<file path="src/hw/bit_shift_flag_pkg.sv">
`default_nettype none
package bit_shift_flag_pkg;
  // ==========================================================
  // status flag positions
  localparam logic [2:0] FLAG_C = 3'h0;
  localparam logic [2:0] FLAG_Z = 3'h1;
  localparam logic [2:0] FLAG_N = 3'h2;
  localparam logic [2:0] FLAG_V = 3'h3;
  localparam logic [2:0] FLAG_S = 3'h4;
  localparam logic [2:0] FLAG_H = 3'h5;
  localparam logic [2:0] FLAG_T = 3'h6;
  localparam logic [2:0] FLAG_I = 3'h7;
  // ==========================================================
  // cycle counts
  localparam logic [1:0] CYC_ONE   = 2'h1;
  localparam logic [1:0] CYC_IO    = 2'h2;
  localparam logic [1:0] CYC_SLEEP = 2'h3;
  // ==========================================================
  // register map and reset values
  localparam int         IO_INDEX_W   = 3;
  localparam logic [4:0] REG_STATUS   = 5'h00;
  localparam logic [4:0] REG_RESULT   = 5'h01;
  localparam logic [4:0] REG_STATE    = 5'h02;
  localparam logic [4:0] REG_IO_BASE  = 5'h10;
  localparam logic [7:0] STATUS_RESET = 8'h00;
  localparam logic [7:0] IO_RESET     = 8'h00;
  // ==========================================================
  // operations
  typedef enum logic [4:0] {
    nop_op                  = 5'h00,
    io_bit_clear_op         = 5'h01,
    io_bit_set_op           = 5'h02,
    logical_left_shift_op   = 5'h03,
    logical_right_shift_op  = 5'h04,
    rotate_left_carry_op    = 5'h05,
    rotate_right_carry_op   = 5'h06,
    arith_right_shift_op    = 5'h07,
    nibble_swap_op          = 5'h08,
    generic_flag_set_op     = 5'h09,
    generic_flag_clear_op   = 5'h0a,
    bit_to_transfer_flag_op = 5'h0b,
    transfer_flag_to_bit_op = 5'h0c,
    irq_enable_op           = 5'h0d,
    irq_disable_op          = 5'h0e,
    half_carry_set_op       = 5'h0f,
    half_carry_clear_op     = 5'h10,
    overflow_set_op         = 5'h11,
    overflow_clear_op       = 5'h12,
    signed_test_clear_op    = 5'h13,
    carry_set_op            = 5'h14,
    carry_clear_op          = 5'h15,
    negative_set_op         = 5'h16,
    negative_clear_op       = 5'h17,
    zero_set_op             = 5'h18,
    zero_clear_op           = 5'h19,
    transfer_set_op         = 5'h1a,
    transfer_clear_op       = 5'h1b,
    sleep_op                = 5'h1c,
    watchdog_restart_op     = 5'h1d
  } op_t;
  typedef struct packed {
    op_t                   op;
    logic [7:0]            operand;
    logic [2:0]            bit_sel;
    logic [IO_INDEX_W-1:0] io_index;
  } exec_req_t;
  typedef struct packed {
    logic       wr;
    logic       rd;
    logic [4:0] addr;
    logic [7:0] wdata;
  } reg_req_t;
endpackage
`default_nettype wire

</file>
<file path="src/hw/bit_shift_flag_ops_unit.sv">
// Implementation choices: the address-and-strobe port and the register offsets.
`timescale 1ns/1ns
`default_nettype none
// What this block does
// - io clear-bit zeroes one bit of an I/O register, no flags, two cycles
// - io set-bit sets one bit of an I/O register, no flags, two cycles
// - left shift: bits up, zero into bit 0, updates Z C N V, one cycle
// - right shift: bits down, zero into bit 7, updates Z C N V, one cycle
// - rotate left: carry into bit 0, bit 7 to carry, Z C N V, one cycle
// - rotate right: carry into bit 7, bit 0 to carry, Z C N V, one cycle
// - arithmetic right shift keeps bit 7, updates Z C N V, one cycle
// - nibble swap exchanges halves, one cycle, flags unchanged
// - bit store copies selected bit into transfer flag only, one cycle
// - bit load copies transfer flag into selected bit, flags unchanged
// - interrupt enable sets the global enable flag only, one cycle
// - interrupt disable clears the global enable flag only, one cycle
// - half-carry set and clear touch only that flag, one cycle
// - overflow set and clear touch only that flag, one cycle
// - signed test clear touches only that flag, one cycle
// - sleep takes three cycles, no flags, signals sleep logic
// - watchdog restart takes one cycle, no flags, pulses the watchdog
module bit_shift_flag_ops_unit
  import bit_shift_flag_pkg::*;
#(
  parameter int IO_DEPTH = 8
) (
  input  wire logic      clk,
  input  wire logic      reset_n,
  input  wire logic      req_valid,
  input  wire exec_req_t req,
  output logic           req_ready,
  output logic           done,
  output logic           result_we,
  output logic [7:0]     result,
  output logic [7:0]     status_flags_register,
  output logic           sleep_enter,
  output logic           watchdog_restart,
  input  wire reg_req_t  bus,
  output logic [7:0]     bus_rdata
);
  // ==========================================================
  // helpers
  function automatic logic [1:0] op_cycles(input op_t op);
    case (op)
      io_bit_clear_op, io_bit_set_op: op_cycles = CYC_IO;
      sleep_op:                       op_cycles = CYC_SLEEP;
      default:                        op_cycles = CYC_ONE;
    endcase
  endfunction

  // returns {carry, value}
  function automatic logic [8:0] shift_calc(input op_t op, input logic [7:0] d, input logic c);
    case (op)
      logical_left_shift_op:  shift_calc = {d[7], d[6:0], 1'b0};
      logical_right_shift_op: shift_calc = {d[0], 1'b0, d[7:1]};
      rotate_left_carry_op:   shift_calc = {d[7], d[6:0], c};
      rotate_right_carry_op:  shift_calc = {d[0], c, d[7:1]};
      arith_right_shift_op:   shift_calc = {d[0], d[7], d[7:1]};
      default:                shift_calc = {c, d};
    endcase
  endfunction

  // returns {hit, value, index}
  function automatic logic [4:0] flag_calc(input op_t op, input logic [2:0] sel);
    case (op)
      generic_flag_set_op:   flag_calc = {2'b11, sel};
      generic_flag_clear_op: flag_calc = {2'b10, sel};
      irq_enable_op:         flag_calc = {2'b11, FLAG_I};
      irq_disable_op:        flag_calc = {2'b10, FLAG_I};
      half_carry_set_op:     flag_calc = {2'b11, FLAG_H};
      half_carry_clear_op:   flag_calc = {2'b10, FLAG_H};
      overflow_set_op:       flag_calc = {2'b11, FLAG_V};
      overflow_clear_op:     flag_calc = {2'b10, FLAG_V};
      signed_test_clear_op:  flag_calc = {2'b10, FLAG_S};
      carry_set_op:          flag_calc = {2'b11, FLAG_C};
      carry_clear_op:        flag_calc = {2'b10, FLAG_C};
      negative_set_op:       flag_calc = {2'b11, FLAG_N};
      negative_clear_op:     flag_calc = {2'b10, FLAG_N};
      zero_set_op:           flag_calc = {2'b11, FLAG_Z};
      zero_clear_op:         flag_calc = {2'b10, FLAG_Z};
      transfer_set_op:       flag_calc = {2'b11, FLAG_T};
      transfer_clear_op:     flag_calc = {2'b10, FLAG_T};
      default:               flag_calc = 5'h00;
    endcase
  endfunction

  function automatic logic is_shift(input op_t op);
    is_shift = (op == logical_left_shift_op) || (op == logical_right_shift_op) ||
               (op == rotate_left_carry_op) || (op == rotate_right_carry_op) ||
               (op == arith_right_shift_op);
  endfunction

  // ==========================================================
  // issue and cycle count
  logic [1:0]            cycles_left;
  logic                  take;
  logic [8:0]            shifted;
  logic [4:0]            flag_hit;
  logic                  io_ok;
  logic                  bus_io_hit;
  logic [IO_INDEX_W-1:0] bus_io_index;
  logic [7:0]            io_regs [IO_DEPTH];

  assign req_ready = (cycles_left == 2'h0);
  assign take      = req_valid && req_ready;
  assign shifted   = shift_calc(req.op, req.operand, status_flags_register[FLAG_C]);
  assign flag_hit  = flag_calc(req.op, req.bit_sel);
  assign io_ok     = 32'(req.io_index) < IO_DEPTH;
  assign bus_io_hit   = bus.addr >= REG_IO_BASE && 32'(bus.addr - REG_IO_BASE) < IO_DEPTH;
  assign bus_io_index = IO_INDEX_W'(bus.addr - REG_IO_BASE);

  always_ff @(posedge clk or negedge reset_n) begin
    if (!reset_n) begin
      cycles_left <= 2'h0;
    end else if (take) begin
      cycles_left <= op_cycles(req.op) - 2'h1;
    end else if (cycles_left != 2'h0) begin
      cycles_left <= cycles_left - 2'h1;
    end
  end

  always_ff @(posedge clk or negedge reset_n) begin
    if (!reset_n) begin
      done <= 1'b0;
    end else begin
      done <= (take && op_cycles(req.op) == CYC_ONE) || (cycles_left == 2'h1);
    end
  end

  // ==========================================================
  // status flags
  always_ff @(posedge clk or negedge reset_n) begin
    if (!reset_n) begin
      status_flags_register <= STATUS_RESET;
    end else if (take && is_shift(req.op)) begin
      status_flags_register[FLAG_C] <= shifted[8];
      status_flags_register[FLAG_Z] <= shifted[7:0] == 8'h00;
      status_flags_register[FLAG_N] <= shifted[7];
      status_flags_register[FLAG_V] <= shifted[7] ^ shifted[8];
    end else if (take && req.op == bit_to_transfer_flag_op) begin
      status_flags_register[FLAG_T] <= req.operand[req.bit_sel];
    end else if (take && flag_hit[4]) begin
      status_flags_register[flag_hit[2:0]] <= flag_hit[3];
    end else if (bus.wr && bus.addr == REG_STATUS) begin
      status_flags_register <= bus.wdata;
    end
  end

  // ==========================================================
  // register result
  always_ff @(posedge clk or negedge reset_n) begin
    if (!reset_n) begin
      result_we <= 1'b0;
      result    <= 8'h00;
    end else begin
      result_we <= take && (is_shift(req.op) || req.op == nibble_swap_op ||
                            req.op == transfer_flag_to_bit_op);
      if (take && is_shift(req.op)) begin
        result <= shifted[7:0];
      end else if (take && req.op == nibble_swap_op) begin
        result <= {req.operand[3:0], req.operand[7:4]};
      end else if (take && req.op == transfer_flag_to_bit_op) begin
        result                <= req.operand;
        result[req.bit_sel]   <= status_flags_register[FLAG_T];
      end
    end
  end

  // ==========================================================
  // I/O registers
  always_ff @(posedge clk or negedge reset_n) begin
    if (!reset_n) begin
      for (int i = 0; i < IO_DEPTH; i++) begin
        io_regs[i] <= IO_RESET;
      end
    end else begin
      for (int i = 0; i < IO_DEPTH; i++) begin
        if (take && io_ok && req.io_index == IO_INDEX_W'(i) && req.op == io_bit_clear_op) begin
          io_regs[i][req.bit_sel] <= 1'b0;
        end else if (take && io_ok && req.io_index == IO_INDEX_W'(i) && req.op == io_bit_set_op) begin
          io_regs[i][req.bit_sel] <= 1'b1;
        end else if (bus.wr && bus_io_hit && bus_io_index == IO_INDEX_W'(i)) begin
          io_regs[i] <= bus.wdata;
        end
      end
    end
  end

  // ==========================================================
  // sleep and watchdog pulses
  always_ff @(posedge clk or negedge reset_n) begin
    if (!reset_n) begin
      sleep_enter      <= 1'b0;
      watchdog_restart <= 1'b0;
    end else begin
      sleep_enter      <= take && req.op == sleep_op;
      watchdog_restart <= take && req.op == watchdog_restart_op;
    end
  end

  // ==========================================================
  // register read
  always_ff @(posedge clk or negedge reset_n) begin
    if (!reset_n) begin
      bus_rdata <= 8'h00;
    end else if (!bus.rd) begin
      bus_rdata <= 8'h00;
    end else if (bus.addr == REG_STATUS) begin
      bus_rdata <= status_flags_register;
    end else if (bus.addr == REG_RESULT) begin
      bus_rdata <= result;
    end else if (bus.addr == REG_STATE) begin
      bus_rdata <= {5'h00, !req_ready, cycles_left};
    end else if (bus_io_hit) begin
      bus_rdata <= io_regs[bus_io_index];
    end else begin
      bus_rdata <= 8'h00;
    end
  end
endmodule
`default_nettype wire

</file>
<file path="config.mk">
export PLATFORM = sky130hd
export DESIGN_NAME = bit_shift_flag_ops_unit
export DESIGN_NICKNAME = d
export VERILOG_FILES = /design/src/hw/bit_shift_flag_pkg.sv /design/src/hw/bit_shift_flag_ops_unit.sv
export SDC_FILE = /design/constraint.sdc
export NUM_CORES = 1
export LEC_CHECK = 0
export BUFFER_PORTS_ARGS = -buffer_cell sky130_fd_sc_hd__buf_2
export CAP_MARGIN = 20
export CORE_MARGIN = 2
export CORE_UTILIZATION = 45
export CTS_CLUSTER_DIAMETER = 60
export DETAILED_ROUTE_END_ITERATION = 12
export PLACE_DENSITY_LB_ADDON = 0.05
export SETUP_SLACK_MARGIN = 0.5
export SYNTH_ARGS = -nofsm -noshare
export SYNTH_HDL_FRONTEND = slang
export SYNTH_SLANG_ARGS = --single-unit
export TNS_END_PERCENT = 20
</file>
<file path="constraint.sdc">
create_clock -name clk -period 2.4 [get_ports clk]
set_input_delay 0.6 -clock clk [delete_from_list [all_inputs] [get_ports clk]]
set_output_delay 0.6 -clock clk [all_outputs]
set_load 0.01 [all_outputs]
</file>
==> results of run 1 <==
[metal layers]
layer	GRT usage, %	vias up
met4	8.145	2
met2	46.17	341
li1	-	3253
met3	5.735	34
met1	47.88	3562
met5	0	-
[registers in the layout, indices dropped and copies added, names as in the netlist]
name / cells
io_regs: 64
bus_rdata: 8
result: 8
status_flags_register: 8
cycles_left: 2
done: 1
result_we: 1
sleep_enter: 1
watchdog_restart: 1
[kinds of logic (layout without fill, tap and decap cells)]
kind of cell,Yosys count,after routing
fa+ha+maj,2,2
flops,94,94
compound gates,314,314
simple gates,213,213
xor+xnor,2,2
buf+inv,77,241
mux,52,52
[Yosys cell counts, types with 7 or more instances]
library cell	count
or2_2	9
o22ai_1	63
or3_1	8
a221oi_1	7
a211oi_1	9
nand3_1	10
mux2_2	9
o2bb2ai_1	49
nor2b_1	8
nand4_1	8
buf_2	15
mux4_2	15
o21ai_0	79
mux2i_1	27
nand2b_1	11
nor3_1	10
inv_1	11
clkbuf_1	37
and2_1	8
nand2_1	29
a22o_1	18
a21oi_1	42
nor2_1	78
dfrtp_1	94
buf_1	11
[per-stage QoR]
step                      setup TNS, ns  area [µm²]  instances
after floorplan                 -0.5066        6952        754
after global placement          -0.6531        8099       1054
after detailed placement         -1.500        8099       1054
after CTS                             0        8806       1086
after global routing                  0        9158       1102
final                                 0        9158       1102
[how the worst max path moves through the flow]
stage / startpoint / end / slack, ns
floorplan: bus[12] / status_flags_register[4] / -0.10
global placement: req[15] / status_flags_register[2] / -0.12
finish: cycles_left[1] / status_flags_register[1] / 0.26
global route: cycles_left[1] / status_flags_register[1] / 0.20
detailed placement: req[15] / status_flags_register[1] / -0.20
CTS: cycles_left[0] / status_flags_register[1] / 0.29
[power by group through the flow]
stage / clock (mW) / sequential (mW) / combinational [mW]
after detailed placement: 0 / 2.39 / 1.92
after global routing: 1.57 / 2.42 / 2.37
after floorplan: 0 / 2.31 / 1.17
final: 1.51 / 2.38 / 2.21
after CTS: 1.51 / 2.36 / 2.08
after global placement: 0 / 2.38 / 1.88
[repair_timing]
item / CTS / global route
gates resized for setup: 63 / 55
pin swaps: 13 / 21
endpoints found under the setup margin: 80 / 82
cloned: 0 / 1
buffers inserted: 16 / 15
[layout make-up]
class | instances | area, µm² | area share, %
clock inverters | 6 | 66.31 | 0.7241
flip-flops and latches | 94 | 2352 | 25.69
repair buffers | 214 | 1699 | 18.55
multi-input cells | 583 | 4536 | 49.53
well taps | 184 | 230.2 | 2.514
inverters | 11 | 45.04 | 0.4919
clock buffers | 10 | 229.0 | 2.500
[placed cells by master, fill, tap and decap left out, drive strengths merged, types with 4 or more instances in the layout]
| cell | netlist | routed |
|---|---|---|
| nor2b | 8 | 8 |
| nor3 | 13 | 13 |
| mux2 | 9 | 9 |
| nand2 | 29 | 29 |
| and3 | 5 | 5 |
| and2 | 8 | 8 |
| clkbuf | 37 | 11 |
| a21oi | 42 | 42 |
| dfrtp | 94 | 94 |
| nor2 | 78 | 78 |
| nand2b | 12 | 12 |
| nor4 | 5 | 5 |
| inv | 11 | 13 |
| or4 | 5 | 5 |
| mux4 | 16 | 16 |
| nand3 | 10 | 10 |
| nand3b | 5 | 5 |
| a31oi | 5 | 5 |
| o21ai | 83 | 83 |
| nand4 | 8 | 8 |
| o2bb2ai | 49 | 49 |
| a221oi | 7 | 7 |
| or2 | 10 | 10 |
| a22o | 18 | 18 |
| o22ai | 63 | 63 |
| buf | 29 | 213 |
| o211ai | 4 | 4 |
| or3 | 8 | 8 |
| a211oi | 9 | 9 |
| mux2i | 27 | 27 |
==> out/qor.yml, run 1 <==
status: "completed"
async_flop_share_pct: 100.0
syn_to_final_growth_pct: 37.32
slew-limit-headroom_pct: 58.23
critPathMaxStageDelay_ns: 0.44
numCtsBuffers: 9
timing.rr.start: "cycles_left[1]"
powerDensity_nw_per_um2: 665.1
numClockSinks: 94
ir_drop_mv: 0.5031
core_um2: 14480
synth_edf_count: 0
path_class: "reg2reg"
synthMuxAreaShare_pct: 11.03
max_cap_violations: 0
fin_ws_ns: 0.2584
cp.depth: 8
hold_viol_final: 0
wl_met1_um: 11350
crit_buf_inv: 1
antenna_found_initial: 1
clkLatencyLatePin_ns: 0.36
ys_ff_latch: 94
wirelength_um: 25200
grt_pass1_vias: 6761
wl_met3_um: 2110
synth_top_area_share_pct: 35.27
dp_slack_ns: -0.2028
hold_ws_ns: 0.05626
grt_max_degree: 40
reg2reg_to: "status_flags_register[1]"
yosys_warnings: 0
place_hpwl_um: 18510
start_kind: "flop"
syn-instance-count: 754
hp-class: "in2async"
netlist_area_um2: 6669
clock.fmax_ghz: 0.4670
cts_max_level: 3
ys.flop_type: "dfrtp_1"
worst_pin_slew_ns: 0.6256
skew_ns: 0.008008
r2r_slack_ns: 0.26
p_seq_share_pct: 39.0
grt_first_pass_wirelength_um: 39060
synth_fp_nets: 793
ant_nets: 0
drtIter0Drc: 768
period_share_pct: 89.23
drt-vias-per-instance: 6.526
firstDrtPassIters: 5
final_core_utilization_pct: 63.25
gp_congestion: 0.9340
die_h_um: 125.7
vias: 7192
synthAdderAreaFrac_pct: 0.3752
synth_top_family_by_area: "compound AO/OA/AOI/OAI gates"
drive_above_1_share_pct: 37.91
synth_compound_area_share_pct: 31.50
ioPinCount: 66
grt_setup_unrepaired: "true"
ys_seq_area_share_pct: 35.27
clk_pin_slew_ns: 0.07
avgSynthCellArea_um2: 8.845
cp-end-kind: "flop"
initial_core_util_pct: 46.06
synthSimpleGateAreaFrac_pct: 16.66
clock_power_share_pct: 24.7
crit_family: "simple AND/OR/NAND/NOR gates"
crit_path_top_delay_cell: "or3_4"
reg2reg_depth: 8
p_int_mw: 3.971
portBuffers: 65
critPathRequiredTime_ns: 2.69
cts_hold_repair.buffers: 0
n_antenna_cell: 0
num-fill-cells: 1257
rows: 44
die_area_um2: 15810
synth_xor_area_share_pct: 0.2627
setup_viol: 0
die_w_um: 125.7
drc: 0
wl_met2_um: 11300
cp.arrival_ns: 2.43
fin_crit_ns: 2.142
cts_tree: "built"
wl_per_cell_um: 22.86
crit_chain: "inv_2 > ha_4 > nand2_8 > or3_4 > a221oi_4 > nand2b_1 > or4_4 > a31oi_4"
grt.total_usage_pct: 31.42
synth_top_cell_by_area: "dfrtp_1"
clockBufferDepth: 2
switchingPower_mw: 2.120
grt-ovfl-total: 0
nNetsFinal: 952
slew_viol_final: 0
path_max_fanout: 8
synth.area.top_cells: "dfrtp_1, o2bb2ai_1, o21ai_0"
p_total_mw: 6.091
combPwrFrac_pct: 36.3
root_buffer: "clkbuf_16"
synth_cell_types: 68
p_sw_share_pct: 34.80
routed.top_layer: "met5"
p_leak_nw: 3.785
Note: power is estimated with default switching activity, not from simulation.
==> inputs of run 2 (changes only) <==
Settings changed: CELL_PAD_IN_SITES_DETAIL_PLACEMENT from default to 0, CELL_PAD_IN_SITES_GLOBAL_PLACEMENT from default to 1, CORE_UTILIZATION 45 to 42.
==> run 2 against run 1 <==
  * Wire length grew 3.2%
  * Critical path type is now in2reg
  * Non-clock buffer count shrank 10
  * Via count fell by 1.1%
  * Final area down 2.3%
  * Core utilization down 6.3 points
  * Critical endpoint unchanged
  * Clock power fell by 4%
  * Highest routed layer is now met4
==> out/qor.yml, run 2 (synthesis gave the netlist of run 1 again) <==
status: "completed"
max_cap_violations: 0
gp_congestion: 0.8891
clkLatencyLatePin_ns: 0.36
portBuffers: 65
drive_above_1_share_pct: 36.78
largest_register: "io_regs"
initial_core_util_pct: 42.44
cts_max_level: 3
cp.arrival_ns: 2.41
core_um2: 15710
clockBufferDepth: 2
ant_nets: 0
grt_first_pass_wirelength_um: 39520
crit_family: "compound AO/OA/AOI/OAI gates"
syn_to_final_growth_pct: 34.09
start_kind: "primary input"
path_class: "in2reg"
wirelength_um: 26000
crit_path_top_delay_cell: "or4_1"
drt-vias-per-instance: 6.330
grt.total_usage_pct: 31.17
rows: 46
clk_pin_slew_ns: 0.08
path_max_fanout: 6
slew-limit-headroom_pct: 56.97
period_share_pct: 88.38
critPathRequiredTime_ns: 2.69
p_leak_nw: 3.660
setup_viol: 0
skew_ns: 0.01216
crit_buf_inv: 2
grt-ovfl-total: 0
drtIter0Drc: 693
cts_tree: "built"
ioPinCount: 66
ir_drop_mv: 0.3843
p_total_mw: 6.013
largest_reg_flops: 64
die_area_um2: 16900
vias: 7115
die_h_um: 130.0
wl_per_cell_um: 23.14
r2r_slack_ns: 0.33
fin_crit_ns: 2.121
nNetsFinal: 942
setup_tns_ns: 0
slew_viol_final: 0
cp-end-kind: "flop"
clock.fmax_ghz: 0.4715
numCtsBuffers: 9
antenna_found_initial: 0
final_cell_mix: "buf_4, dfrtp_1, nor2_1"
numClockSinks: 94
powerDensity_nw_per_um2: 672.4
root_buffer: "clkbuf_16"
hp-class: "in2async"
hold_viol_final: 0
n_antenna_cell: 0
grt_max_degree: 45
firstDrtPassIters: 6
place_hpwl_um: 19450
drc: 0
critPathMaxStageDelay_ns: 0.51
crit_chain: "buf_2 > a21oi_1 > a211oi_2 > buf_4 > a222oi_1 > nand4_1 > or4_1 > a31oi_1"
hold_ws_ns: 0.2144
mostFrequentLayoutCell: "buf_4"
grt_setup_unrepaired: "true"
worst_pin_slew_ns: 0.6354
grt_pass1_vias: 6863
die_w_um: 130.0
-- run 2: changes by cell type in the layout (fill, tap and decap cells not counted), sizes merged --
cell	previous run	this run
buf	213	203
clkinvlp	1	2
inv	13	12
clkbuf	11	12
bufinv	1	0
-- run 2: layout make-up --
cell class | count | area, µm²
Fill cell | 1429 | 6770
Multi-Input combinational cell | 583 | 4434
Sequential cell | 94 | 2352
Timing Repair Buffer | 204 | 1558
Tap cell | 216 | 270.3
Clock buffer | 11 | 242.7
Clock inverter | 5 | 43.79
Inverter | 11 | 41.29
-- run 2: metal layers --
metal  part of all wire, %  vias up  GRT usage, %
li1                      -     3227             -
met1                    41     3544         39.52
met2                    50      286         53.99
met3                   5.9       58         4.346
met4                   3.4        0         12.08
met5                     0        -             0
-- run 2: path summary, 6_finish.rpt --
path	startpoint	to	cells after the start
min in group clk	io_regs[35]	io_regs[35]	1
max in group asynchronous	reset_n	io_regs[35]	2
max reg2reg	cycles_left[0]	status_flags_register[1]	8
max	req[14]	status_flags_register[1]	8
min	reset_n	io_regs[47]	1
min reg2reg	io_regs[35]	io_regs[35]	1
-- run 2: report_power, final --
part	total (mW)	internal, mW	switching [mW]
registers	2.40	2.01	0.395
clock network	1.45	0.745	0.709
logic	2.16	1.10	1.06
total	6.01	3.85	2.16
-- run 2: repair_timing --
| item | in CTS | in global routing |
|---|---|---|
| hold buffers | 0 | 0 |
| setup endpoints to repair | 82 | 88 |
| cloned | 1 | 0 |
| setup buffers | 10 | 4 |
| resized for setup | 32 | 52 |
| endpoints found under the hold margin | 0 | 0 |
| pin swaps | 5 | 22 |
-- run 2: stage by stage --
step           instances  utilization (%)  instance area, µm²  setup WS, ns
5_1_grt             1124            56.91                8942        0.1839
3_3_place_gp        1093            52.37                8229      -0.07294
4_1_cts             1120            55.52                8723        0.2985
3_5_place_dp        1093            52.37                8229      -0.09731
2_1_floorplan        754                -                6952       -0.1034
6_report            1124            56.91                8942        0.2789
==> inputs of run 3 (changes only) <==
--- a/config.mk
+++ b/config.mk
@@ -7,2 +7,3 @@
 export LEC_CHECK = 0
+export ABC_AREA = 1
 export BUFFER_PORTS_ARGS = -buffer_cell sky130_fd_sc_hd__buf_2
@@ -12,3 +13,3 @@
 export CORE_MARGIN = 2
-export CORE_UTILIZATION = 42
+export CORE_UTILIZATION = 40
 export CTS_CLUSTER_DIAMETER = 60
==> constraint.sdc (replaced) <==
create_clock -name clk -period 2.4 [get_ports clk]
set_input_delay 0.48 -clock clk [delete_from_list [all_inputs] [get_ports clk]]
set_output_delay 0.48 -clock clk [all_outputs]
set_load 0.01 [all_outputs]
==> run 3 against run 2 <==
  * Non-clock buffer count shrank 80
  * Via count grew 2.8%
  * Die area grew 3.5%
  * Final area shrank 9.6%
==> out/qor.yml, run 3 <==
path_class: "reg2reg"
skew_ns: 0.007162
vias: 7311
cts_max_level: 3
avgSynthCellArea_um2: 7.198
p_leak_nw: 4.080
worst_pin_slew_ns: 0.5725
max_cap_violations: 0
start_kind: "flop"
synth_edf_count: 0
dp_slack_ns: 0.1159
final_core_utilization_pct: 50.55
place_hpwl_um: 19290
die_area_um2: 17490
mostFrequentLayoutCell: "nand2_1"
numCtsBuffers: 9
synth_cell_types: 40
grt_setup_unrepaired: "true"
slew-limit-headroom_pct: 61.70
hold_viol_final: 0
grt_max_degree: 44
multi_input_area_um2: 3934
grt_first_pass_wirelength_um: 41130
drive_above_1_share_pct: 23.32
path_max_fanout: 8
gp_congestion: 0.9355
drt-vias-per-instance: 5.949
drc: 0
ys_ff_latch: 94
period_share_pct: 79.20
ys_seq_area_share_pct: 35.76
fin_crit_ns: 1.901
drtIter0Drc: 614
ioPinCount: 66
setup_tns_ns: 0
p_total_mw: 5.745
async_flop_share_pct: 100.0
final_area_um2: 8088
synth_top_area_share_pct: 35.76
ir_drop_mv: 0.4108
largest_register: "io_regs"
wirelength_um: 26370
portBuffers: 65
synth.most_common_cell: "nand2_1"
clock.fmax_ghz: 0.5261
yosys_warnings: 0
synthTopCellsByCount: "nand2_1, dfrtp_1, a21oi_1, inv_1, nor2_1"
status: "completed"
clockBufferDepth: 2
numClockSinks: 94
instances_no_fill: 1229
fin_ws_ns: 0.4992
slew_viol_final: 0
hold_ws_ns: 0.09558
critPathRequiredTime_ns: 2.67
grt-ovfl-total: 0
die_h_um: 132.2
cts_hold_repair.buffers: 0
cp.arrival_ns: 2.17
rows: 46
grt_pass1_vias: 7306
nNetsFinal: 1046
clkLatencyLatePin_ns: 0.35
regArea_um2: 2352
antenna_found_initial: 1
num-fill-cells: 1668
grt.total_usage_pct: 30.29
cts_tree: "built"
syn_to_final_growth_pct: 22.94
netlist_area_um2: 6579
initial_core_util_pct: 41.12
ant_nets: 0
final_cell_mix: "nand2_1, dfrtp_1, a21oi_1"
synth_top_cell_by_area: "dfrtp_1"
synth.area.top_cells: "dfrtp_1, nand2_1, o22ai_1"
wl_per_cell_um: 21.46
placed_cell_area_um2: 7239
core_um2: 16000
largest_reg_flops: 64
hp-class: "in2async"
firstDrtPassIters: 5
setup_viol: 0
powerDensity_nw_per_um2: 710.3
root_buffer: "clkbuf_16"
cp-end-kind: "flop"
die_w_um: 132.2
syn-instance-count: 914
ys.flop_type: "dfrtp_1"
clk_pin_slew_ns: 0.07
placedCellCount: 1189
synth_fp_nets: 953
==> run 3: cells by family after synthesis <==
kind of cell    count (synthesis)  share of synthesized area (%)
compound gates                301                          27.41
fa+ha+maj                       2                         0.3803
buf+inv                       143                          9.338
simple gates                  374                          27.12
flops                          94                          35.76
==> run 3: power by group <==
group | internal [mW] | switching (mW)
logic | 0.697 | 1.12
registers | 2.04 | 0.313
clock network | 0.880 | 0.695
==> run 3: layout make-up <==
cell class	count	area share, %
clock buffer	11	3.125
multi-input combinational	677	48.64
antenna	1	0.03094
timing repair buffer	124	10.24
clock inverter	5	0.7890
inverter	101	4.749
sequential	94	29.08
tap	216	3.342
==> run 3: metal layers <==
layer  vias up  GRT usage (%)  wire length (µm)
li1       3365              -                 -
met3        80          5.075              1727
met1      3525          39.54             11040
met4         0          15.17              1351
met2       341          48.64             12250
met5         -              0                 0
==> run 3: worst paths after layout <==
path | slack [ns] | depth (start not counted) | to | startpoint
max | 0.50 | 9 | io_regs[60] | cycles_left[0]
min | 0.1 | 1 | io_regs[35] | reset_n
max reg2reg | 0.50 | 9 | io_regs[60] | cycles_left[0]
min reg2reg | 0.53 | 2 | io_regs[50] | io_regs[50]
max in group asynchronous | 1.62 | 2 | io_regs[47] | reset_n
min in group clk | 0.39 | 3 | bus_rdata[5] | bus[13]
==> run 3: worst max-delay path: stages (launching register included) <==
cell	delay (ns)
dfrtp_1	0.40
inv_2	0.08
ha_4	0.17
nand2_8	0.07
or2_4	0.29
nor2_4	0.17
nand2_4	0.10
a21boi_4	0.24
o21ai_0	0.14
a22oi_1	0.16
==> run 3: what timing repair did <==
action / CTS / global route
pin swaps: 6 / 22
cloned: 0 / 1
gates resized for setup: 46 / 42
setup endpoints to repair: 79 / 79
setup buffers: 5 / 17
